## config.mk

```make
export PLATFORM = sky130hd
export DESIGN_NAME = mtk_input_path
export DESIGN_NICKNAME = d
export VERILOG_FILES = /design/src/hw/mtk_pkg.sv /design/src/hw/mtk_input_path.sv
export SDC_FILE = /design/constraint.sdc
export NUM_CORES = 2
export LEC_CHECK = 0
export BUFFER_PORTS_ARGS = -buffer_cell sky130_fd_sc_hd__buf_2
export CORE_ASPECT_RATIO = 0.9
export CORE_MARGIN = 8
export CORE_UTILIZATION = 50
export CTS_CLUSTER_SIZE = 30
export DETAILED_ROUTE_END_ITERATION = 7
export HOLD_SLACK_MARGIN = 0.05
export PLACE_DENSITY = 0.66
export RECOVER_POWER = 100
export SKIP_CTS_REPAIR_TIMING = 1
export SYNTH_ARGS = -nofsm -noshare
export SYNTH_HDL_FRONTEND = slang
export SYNTH_SLANG_ARGS = --single-unit
```

## constraint.sdc

```tcl
create_clock -name pclk -period 6.03 [get_ports pclk]
set_clock_uncertainty 0.2 [all_clocks]
set_input_delay 1.5075 -clock pclk [delete_from_list [all_inputs] [get_ports pclk]]
set_output_delay 1.5075 -clock pclk [all_outputs]
set_load 0.01 [all_outputs]
```

## src/hw/mtk_pkg.sv

```systemverilog
// package: register map, field layout and carriers of the micro-tick input path
package mtk_pkg;

    // ------------------------------------------------------------
    // register offsets
    // ------------------------------------------------------------
    localparam logic [11:0] OFF_CH_CTRL_BASE = 12'h000;  // channels 0..5 at base + 4*n
    localparam logic [11:0] OFF_TB_CTRL      = 12'h020;
    localparam logic [11:0] OFF_MUL_CTRL     = 12'h024;
    localparam logic [11:0] OFF_ROUTE_SEL    = 12'h028;
    localparam logic [11:0] OFF_TRIG_STAMP   = 12'h030;
    localparam logic [11:0] OFF_STATE_STAMP  = 12'h034;
    localparam logic [11:0] OFF_TICK_ACC     = 12'h038;
    localparam logic [11:0] OFF_TICK_ADD     = 12'h03c;
    localparam logic [11:0] OFF_MAIN_STAMP   = 12'h040;
    localparam logic [11:0] OFF_CAPT_BASE    = 12'h080;  // capture regs 0..5 at base + 4*n

    // ------------------------------------------------------------
    // field positions
    // ------------------------------------------------------------
    localparam int CH_ANY_EDGE_BIT   = 14;
    localparam int CH_SRC_SEL_LO     = 8;
    localparam int CH_SLICE_BIT      = 3;
    localparam int CH_RISE_MODE_LO   = 4;
    localparam int CH_FALL_MODE_LO   = 6;
    localparam int CH_RISE_EN_BIT    = 1;
    localparam int CH_FALL_EN_BIT    = 2;
    localparam int CH_EN_BIT         = 0;
    localparam int CH_THR_LO         = 16;
    localparam int TB_SLICE_BIT      = 0;
    localparam int MUL_TRIG_CORR_BIT = 0;
    localparam int MUL_STATE_CORR_BIT= 1;
    localparam int MUL_TICK_BASE_BIT = 2;
    localparam int MUL_SLICE_BIT     = 3;
    localparam int MUL_EN_BIT        = 4;

    // ------------------------------------------------------------
    // widths and constants
    // ------------------------------------------------------------
    localparam int STAMP_FULL_W  = 27;
    localparam int STAMP_W       = 24;
    localparam int THR_W         = 16;
    localparam int WORD_W        = 49;
    localparam int NUM_CH        = 6;
    localparam logic [1:0] SRC_MAIN_STAMP = 2'h0;
    localparam logic [2:0] STATE_CH_MIN   = 3'h1;
    localparam logic [2:0] STATE_CH_MAX   = 3'h5;
    localparam logic [31:0] CH_CTRL_RST   = 32'h0000_0000;
    localparam logic [31:0] ZERO_WORD     = 32'h0000_0000;

    // filter modes: immediate, up/down counter, plain counter
    typedef enum logic [1:0] {FLT_IMMEDIATE, FLT_UPDOWN, FLT_COUNT, FLT_RSVD} mtk_flt_mode_t;

    // 49-bit channel edge word: edge level, threshold, stamp
    typedef struct packed {
        logic                  valid;
        logic                  level;
        logic [THR_W-1:0]      thr;
        logic [6:0]            spare;
        logic [STAMP_W-1:0]    stamp;
    } mtk_edge_word_t;

    typedef struct packed {
        logic comp_tick;
        logic uncomp_tick;
    } mtk_tick_pair_t;

endpackage

```

## src/hw/mtk_input_path.sv

```systemverilog
// module: input timer channels, routing and tick multiplier front end
`timescale 1ns/1ns
module mtk_input_path
(
    // apb
    input  wire logic        pclk,
    input  wire logic        presetn,
    input  wire logic        psel,
    input  wire logic        penable,
    input  wire logic        pwrite,
    input  wire logic [11:0] paddr,
    input  wire logic [31:0] pwdata,
    output logic      [31:0] prdata,
    output logic             pready,
    output logic             pslverr,
    // clock ticks from the prescaler
    input  wire logic        stamp_clk_tick,
    input  wire logic        fast_tick_clock,
    // input signals
    input  wire logic [5:0]  chan_in,
    // micro ticks, corrected stamps and events
    output logic             comp_tick_a,
    output logic             uncomp_tick_a,
    output logic [23:0]      trig_corr_stamp,
    output logic [23:0]      state_corr_stamp,
    output logic             trig_event,
    output logic             state_event
);

    localparam int SW = mtk_pkg::STAMP_W;
    localparam int TW = mtk_pkg::THR_W;

    // ------------------------------------------------------------
    // registers
    // ------------------------------------------------------------
    logic [31:0]                         ch_ctrl_q [mtk_pkg::NUM_CH];
    logic                                tb_slice_q;
    logic [4:0]                          mul_ctrl_q;
    logic [2:0]                          route_sel_q;
    logic [SW-1:0]                       tick_add_q;
    logic [mtk_pkg::STAMP_FULL_W-1:0]    main_stamp_q;
    logic [SW-1:0]                       capt_q [mtk_pkg::NUM_CH];
    logic [5:0]                          in_q;
    logic [TW-1:0]                       flt_cnt_q [mtk_pkg::NUM_CH];
    logic [5:0]                          flt_lvl_q;
    mtk_pkg::mtk_edge_word_t             word_q [mtk_pkg::NUM_CH];
    logic [SW-1:0]                       trig_stamp_q;
    logic [SW-1:0]                       state_stamp_q;
    logic [SW-1:0]                       tick_acc_q;
    logic [SW-1:0]                       last_add_q;
    logic [7:0]                          pend_q;
    logic                                comp_q;
    logic                                uncomp_q;
    logic                                trig_ev_q;
    logic                                state_ev_q;

    logic apb_wr;
    logic apb_rd;
    assign apb_wr  = psel & penable & pwrite;
    assign apb_rd  = psel & penable & ~pwrite;
    assign pready  = 1'b1;

    // ------------------------------------------------------------
    // main time stamp and distributed slice
    // ------------------------------------------------------------
    logic [SW-1:0] dist_stamp;
    logic [SW-1:0] mul_stamp;
    logic [SW-1:0] ch0_stamp;

    always_ff @(posedge pclk or negedge presetn)
    begin
        if (!presetn)
            main_stamp_q <= '0;
        else if (stamp_clk_tick)
            main_stamp_q <= main_stamp_q + 27'h1;
    end

    // low slice or upper slice
    function automatic logic [SW-1:0] pick_slice(input logic upper,
                                                 input logic [mtk_pkg::STAMP_FULL_W-1:0] ts);
        pick_slice = upper ? ts[mtk_pkg::STAMP_FULL_W-1 -: SW] : ts[SW-1:0];
    endfunction

    assign dist_stamp = pick_slice(tb_slice_q, main_stamp_q);
    assign ch0_stamp  = pick_slice(ch_ctrl_q[0][mtk_pkg::CH_SLICE_BIT], main_stamp_q);
    assign mul_stamp  = pick_slice(mul_ctrl_q[mtk_pkg::MUL_SLICE_BIT], main_stamp_q);

    // ------------------------------------------------------------
    // input timer channels
    // ------------------------------------------------------------
    always_ff @(posedge pclk or negedge presetn)
    begin
        if (!presetn)
            in_q <= '0;
        else
            in_q <= chan_in;
    end

    genvar g;
    generate
        for (g = 0; g < mtk_pkg::NUM_CH; g++)
        begin : g_ch
            logic [31:0]   c;
            logic          want;
            logic          rising;
            logic [1:0]    mode;
            logic [TW-1:0] thr;
            logic          tick_en;
            logic          fire;
            logic          allow;
            logic [SW-1:0] my_stamp;
            assign c      = ch_ctrl_q[g];
            assign want   = in_q[g];
            assign rising = want & ~flt_lvl_q[g];
            assign mode   = rising ? c[mtk_pkg::CH_RISE_MODE_LO +: 2] : c[mtk_pkg::CH_FALL_MODE_LO +: 2];
            assign thr    = c[mtk_pkg::CH_THR_LO +: TW];
            // filter counts prescaler ticks or micro ticks
            assign tick_en = mul_ctrl_q[mtk_pkg::MUL_TICK_BASE_BIT] ? comp_q : stamp_clk_tick;
            assign fire   = (want != flt_lvl_q[g]) &&
                            ((mode == mtk_pkg::FLT_IMMEDIATE) || (flt_cnt_q[g] >= thr));
            // any-edge capture ignores per-edge enables
            assign allow  = c[mtk_pkg::CH_ANY_EDGE_BIT] ||
                            (rising ? c[mtk_pkg::CH_RISE_EN_BIT] : c[mtk_pkg::CH_FALL_EN_BIT]);
            // channel 0 has its own slice, others take the distributed one
            assign my_stamp = (g == 0) ? ch0_stamp : dist_stamp;

            always_ff @(posedge pclk or negedge presetn)
            begin
                if (!presetn)
                begin
                    flt_cnt_q[g] <= '0;
                    flt_lvl_q[g] <= 1'b0;
                end
                else if (fire)
                begin
                    flt_cnt_q[g] <= '0;
                    flt_lvl_q[g] <= want;
                end
                else if (want == flt_lvl_q[g])
                begin
                    if (mode == mtk_pkg::FLT_UPDOWN && flt_cnt_q[g] != '0 && tick_en)
                        flt_cnt_q[g] <= flt_cnt_q[g] - 16'h1;
                    else if (mode != mtk_pkg::FLT_UPDOWN)
                        flt_cnt_q[g] <= '0;
                end
                else if (tick_en)
                    flt_cnt_q[g] <= flt_cnt_q[g] + 16'h1;
            end

            always_ff @(posedge pclk or negedge presetn)
            begin
                if (!presetn)
                begin
                    capt_q[g] <= '0;
                    word_q[g] <= '0;
                end
                else
                begin
                    word_q[g].valid <= 1'b0;
                    if (fire && allow && c[mtk_pkg::CH_EN_BIT])
                    begin
                        if (c[mtk_pkg::CH_SRC_SEL_LO +: 2] == mtk_pkg::SRC_MAIN_STAMP)
                            capt_q[g] <= my_stamp;
                        word_q[g].valid <= 1'b1;
                        word_q[g].level <= want;
                        word_q[g].thr   <= (mode == mtk_pkg::FLT_IMMEDIATE) ? '0 : thr;
                        word_q[g].spare <= '0;
                        word_q[g].stamp <= (c[mtk_pkg::CH_SRC_SEL_LO +: 2] == mtk_pkg::SRC_MAIN_STAMP)
                                           ? my_stamp : capt_q[g];
                    end
                end
            end
        end
    endgenerate

    // ------------------------------------------------------------
    // routing
    // ------------------------------------------------------------
    mtk_pkg::mtk_edge_word_t trig_word;
    mtk_pkg::mtk_edge_word_t state_word;
    assign trig_word = word_q[0];
    always_comb
    begin
        state_word = '0;
        if (route_sel_q >= mtk_pkg::STATE_CH_MIN && route_sel_q <= mtk_pkg::STATE_CH_MAX)
            state_word = word_q[route_sel_q];
    end

    // ------------------------------------------------------------
    // multiplier front end: filter correction
    // ------------------------------------------------------------
    logic [SW-1:0] trig_corr;
    logic [SW-1:0] state_corr;
    assign trig_corr  = mul_ctrl_q[mtk_pkg::MUL_TRIG_CORR_BIT]
                        ? SW'(trig_word.stamp - {8'h00, trig_word.thr})
                        : trig_word.stamp;
    assign state_corr = mul_ctrl_q[mtk_pkg::MUL_STATE_CORR_BIT]
                        ? SW'(state_word.stamp - {8'h00, state_word.thr})
                        : state_word.stamp;

    always_ff @(posedge pclk or negedge presetn)
    begin
        if (!presetn)
        begin
            trig_stamp_q  <= '0;
            state_stamp_q <= '0;
            trig_ev_q     <= 1'b0;
            state_ev_q    <= 1'b0;
        end
        else
        begin
            trig_ev_q  <= trig_word.valid;
            state_ev_q <= state_word.valid;
            if (trig_word.valid)
                trig_stamp_q <= trig_corr;
            if (state_word.valid)
                state_stamp_q <= state_corr;
        end
    end

    // ------------------------------------------------------------
    // micro tick generation
    // ------------------------------------------------------------
    logic [SW:0] acc_sum;
    logic [SW:0] uacc_sum;
    logic [SW-1:0] uacc_q;
    assign acc_sum  = {1'b0, tick_acc_q} + {1'b0, tick_add_q};
    assign uacc_sum = {1'b0, uacc_q} + {1'b0, last_add_q};

    // accumulator steps on the stamp clock enable
    always_ff @(posedge pclk or negedge presetn)
    begin
        if (!presetn)
        begin
            tick_acc_q <= '0;
            uacc_q     <= '0;
            last_add_q <= '0;
            pend_q     <= '0;
            comp_q     <= 1'b0;
            uncomp_q   <= 1'b0;
        end
        else
        begin
            comp_q   <= 1'b0;
            uncomp_q <= 1'b0;
            if (trig_ev_q)
                last_add_q <= tick_add_q;
            if (mul_ctrl_q[mtk_pkg::MUL_EN_BIT] && stamp_clk_tick)
            begin
                tick_acc_q <= acc_sum[SW-1:0];
                uacc_q     <= uacc_sum[SW-1:0];
                uncomp_q   <= uacc_sum[SW];
                if (acc_sum[SW] && trig_word.valid)
                    pend_q <= pend_q + 8'h1;
                else if (acc_sum[SW])
                    comp_q <= 1'b1;
                else if (trig_word.valid && tick_acc_q == '0)
                    pend_q <= pend_q;
            end
            else if (mul_ctrl_q[mtk_pkg::MUL_EN_BIT] && fast_tick_clock && pend_q != '0)
            begin
                comp_q <= 1'b1;
                pend_q <= pend_q - 8'h1;
            end
        end
    end

    assign comp_tick_a      = comp_q;
    assign uncomp_tick_a    = uncomp_q;
    assign trig_corr_stamp  = trig_stamp_q;
    assign state_corr_stamp = state_stamp_q;
    assign trig_event       = trig_ev_q;
    assign state_event      = state_ev_q;

    // ------------------------------------------------------------
    // address decode limits
    // ------------------------------------------------------------
    // channel and capture windows end here, exclusive
    localparam logic [11:0] OFF_CH_END   = 12'h018;
    localparam logic [11:0] OFF_CAPT_END = 12'h098;

    // ------------------------------------------------------------
    // register writes
    // ------------------------------------------------------------
    logic [3:0] ch_idx;
    assign ch_idx = paddr[5:2];

    always_ff @(posedge pclk or negedge presetn)
    begin
        if (!presetn)
        begin
            for (int i = 0; i < mtk_pkg::NUM_CH; i++)
                ch_ctrl_q[i] <= mtk_pkg::CH_CTRL_RST;
            tb_slice_q  <= 1'b0;
            mul_ctrl_q  <= '0;
            route_sel_q <= mtk_pkg::STATE_CH_MIN;
            tick_add_q  <= '0;
        end
        else if (apb_wr)
        begin
            if (paddr < OFF_CH_END && paddr[1:0] == 2'h0)
                ch_ctrl_q[ch_idx[2:0]] <= pwdata;
            case (paddr)
                mtk_pkg::OFF_TB_CTRL:   tb_slice_q  <= pwdata[mtk_pkg::TB_SLICE_BIT];
                mtk_pkg::OFF_MUL_CTRL:  mul_ctrl_q  <= pwdata[4:0];
                mtk_pkg::OFF_ROUTE_SEL: route_sel_q <= pwdata[2:0];
                mtk_pkg::OFF_TICK_ADD:  tick_add_q  <= pwdata[SW-1:0];
                default: ;
            endcase
        end
    end

    // ------------------------------------------------------------
    // register reads
    // ------------------------------------------------------------
    logic        unmapped;
    logic [31:0] rd_d;
    logic [3:0]  cap_idx;
    assign cap_idx = paddr[5:2];

    always_comb
    begin
        rd_d     = mtk_pkg::ZERO_WORD;
        unmapped = 1'b0;
        if (paddr < OFF_CH_END)
            rd_d = ch_ctrl_q[ch_idx[2:0]];
        else if (paddr >= mtk_pkg::OFF_CAPT_BASE && paddr < OFF_CAPT_END)
            rd_d = {8'h00, capt_q[cap_idx[2:0]]};
        else
        begin
            case (paddr)
                mtk_pkg::OFF_TB_CTRL:     rd_d = {31'h0, tb_slice_q};
                mtk_pkg::OFF_MUL_CTRL:    rd_d = {27'h0, mul_ctrl_q};
                mtk_pkg::OFF_ROUTE_SEL:   rd_d = {29'h0, route_sel_q};
                mtk_pkg::OFF_TRIG_STAMP:  rd_d = {8'h00, trig_stamp_q};
                mtk_pkg::OFF_STATE_STAMP: rd_d = {8'h00, state_stamp_q};
                mtk_pkg::OFF_TICK_ACC:    rd_d = {8'h00, tick_acc_q};
                mtk_pkg::OFF_TICK_ADD:    rd_d = {8'h00, tick_add_q};
                mtk_pkg::OFF_MAIN_STAMP:  rd_d = {5'h00, main_stamp_q};
                default:                  unmapped = 1'b1;
            endcase
        end
    end

    assign prdata  = apb_rd ? rd_d : mtk_pkg::ZERO_WORD;
    assign pslverr = psel & penable & unmapped;

endmodule

```

==> impl_metrics.tcl <==
set metrics [dict create \
    outcome "finished, violations left" \
    chipWidth_um 331 \
    drive_gt1_frac 0.126 \
    clk_path_buf_depth 3 \
    row_count 104 \
    crit_arrival_ns 4.24 \
    yosysTopAreaCell "dfrtp_1" \
    ys_seq_elements 738 \
    drv_cap 21 \
    ir_drop_uv 339 \
    end_kind "primary output" \
    ys_seq_area_frac 0.414 \
    cts_max_level 3 \
    core_sq_um 89000 \
    ys_dominant_reg_cell "dfrtp_1" \
    post-route-min-period_ns 5.95 \
    worst_path_largest_cell_delay_ns 0.83 \
    gp_congestion 0.973 \
    finalSetupViolCount 0 \
    initial_core_util 0.502 \
    num-nets-final 5035 \
    final_area_sq_um 49300 \
    clock-sinks 738 \
    hold_viol_final 0 \
    hpwlAfterDp_mm 110 \
    tritoncts "done" \
    timing.final.crit_share 0.987 \
    critPathMostFrequentCell "buf_4" \
    crit_chain "buf_4 > nand2b_2 > buf_4 > buf_4 > o21ai_0 > o21ai_0 > buf_4 > a21oi_1 > buf_2" \
    hp-class "reg -> reg" \
    io-pin-count 143 \
    grt_setup_unrepaired "false" \
    cpMaxStageDelayCell "o21ai_0" \
    grt_pass1_wl_mm 228 \
    areaGrowthSynthToFinish_pct 10.4 \
    tns_ns 0 \
    port_buffers 141 \
    required_ns 4.32 \
    synth_nets 4989 \
    grt_max_degree 98 \
    insertion_delay_ns 0.66 \
    powerDensity_nw_per_um2 291 \
    die_y_um 300 \
    synthTopCellsByArea "dfrtp_1, ha_1, o21ai_0, mux4_2, nand2_1" \
    first_global_vias 35900 \
    clkTransAtPathRegs_ns 0.06 \
    synth-async-reset-ratio 1.00 \
    tightest_slew_ns 2.79 \
    wl_per_cell_um 25.1 \
    fill_cells 8083 \
    fmax_mhz 168 \
    track_usage 0.299 \
    maxSlewHeadroom -0.857 \
    post-place-cells 5846 \
    vias_per_cell 6.28 \
    syn_avg_cell_area_sq_um 9.46 \
    synth_top_area_share 0.413 \
    final_cell_count_no_fill 6008 \
    synth-edff-count 0 \
    fin_worst_hold_slack_ns 0.281 \
    num_vias 37700 \
    drv_slew 1156 \
    route.detailed.drc 0 \
    violations "capacitance limit, slew limit" \
    cts-root-buf "clkbuf_16" \
    drtIter0Drc 4025 \
    die_area_sq_um 99200 \
    antenna_found_initial 12 \
    leakagePower_nw 22.4 \
    syn-cell-area_sq_um 44700 \
    cts_buffers 84 \
    crit_type "in -> out" \
    ant_nets 0 \
    place_area_sq_um 46700 \
    ys_warn_count 0 \
    syn_inst 4720 \
    synth.distinct_cells 94 \
    grt_overflow_total 0 \
    crit_path_max_fanout 39 \
    firstDrtPassIters 6 \
    wl_mm 151 \
    worst_setup_path_start_kind "input port" \
]
-- cell usage in the layout (no fill, tap or decap), drive strengths merged, types with 35 or more instances in the layout --
cell type and n:
a211oi 38, a21o 66, a21oi 345, and2 36, and3 37, buf 130
clkbuf 233, dfrtp 737, ha 207, inv 186, mux2 205, mux2i 172
mux4 97, nand2 556, nand2b 45, nand3 96, nand4 36, nor2 376
nor2b 35, nor3 86, o21ai 504, xnor2 97, xor2 61
-- path summary, 6_finish.rpt --
path | from | to | slack (ns) | depth (start not counted)
setup / recovery | paddr[3] | prdata[22] | 0.08 | 9
hold / removal | word_q[191] | word_q[191] | 0.28 | 2
setup reg to reg | route_sel_q[0] | state_corr_stamp[22] | 0.47 | 16
hold reg to reg | word_q[191] | word_q[191] | 0.28 | 2
max in group asynchronous | presetn | g_ch[2].c[27] | 0.96 | 2
min in group asynchronous | presetn | word_q[114] | 1.38 | 1
-- where the power goes --
group | switching, mW | internal (mW) | leakage, nW | total, mW
logic | 1.90 | 1.05 | 11.0 | 2.95
clock network | 2.25 | 3.43 | 1.50 | 5.68
registers | 0.516 | 5.18 | 9.89 | 5.70
total | 4.67 | 9.66 | 22.4 | 14.3
-- logic make-up (layout without fill, tap and decap cells) --
family,after synthesis,count (layout),synth area share
simple gates,1410,1410,0.143
compound gates,1254,1254,0.168
flops,738,738,0.414
mux,474,474,0.142
buf+inv,473,591,0.0428
fa+ha+maj,212,212,0.0602
xor+xnor,158,158,0.0310
other cells,1,5,0.0000840
-- cell usage after synthesis, types with 17 or more instances --
cell type,instances
clkbuf_1,191
mux2i_1,172
o21ai_0,498
xor2_1,61
a21o_1,66
a22oi_1,33
a211oi_1,37
a21oi_1,345
ha_1,207
a221oi_1,30
inv_1,181
nand2_1,555
mux2_2,174
nand3_1,96
nor3_1,84
dfrtp_1,737
nor2_1,375
nand2b_1,44
xnor2_1,97
or3_1,23
nor4_1,30
a22o_1,17
buf_1,28
nand4_1,36
and3_1,37
o32ai_1,17
and2_1,25
o211ai_1,29
o31ai_1,27
nor2b_1,35
buf_2,55
a31oi_1,26
mux2_4,30
mux4_2,97
-- worst max-delay path: cells and delay by family --
family | cells | cell delay, ns
and+or+nand+nor | 1 | 0.24
AOI/OAI and AO/OA | 3 | 1.27
buffers and inverters | 5 | 1.19
-- final cells by class --
type                    instances  area [sq um]  share of cell area
diodes                          4          10.0            0.000203
flip-flops and latches        738         18500               0.375
well taps                    1166          1460              0.0296
clock inverters                44           608              0.0123
clock buffers                 114          2460              0.0499
multi-input cells            3509         24200               0.492
inverters                     184           691              0.0140
repair buffers                249          1350              0.0275
-- flip-flops by register name, indices dropped and copies added, names as in the netlist, 8 cells and up --
register	cells
uacc_q	24
trig_corr_stamp	24
main_stamp_q	27
tick_add_q	24
last_add_q	24
word_q	205
trig_word	41
flt_cnt_q	96
g_ch.c	192
pend_q	8
state_corr_stamp	24
tick_acc_q	24
-- metrics by stage --
step / setup WS [ns] / util / power, mW
floorplan: 0.931 / - / 7.71
global placement: 0.282 / 0.525 / 8.64
detailed placement: 0.330 / 0.525 / 8.69
CTS: 0.324 / 0.559 / 14.4
global route: 0.0593 / 0.554 / 15.0
finish: 0.0791 / 0.554 / 14.3
-- metal layers --
metal	part of all wire	up-vias	GRT usage	routed length (um)
met5	0.00027	-	0	41
met4	0.051	6	0.134	7680
met3	0.093	363	0.0688	14100
met2	0.44	1823	0.448	65900
met1	0.42	18500	0.414	63100
li1	-	17100	-	-
No activity file was read; power rests on OpenSTA's default activity.
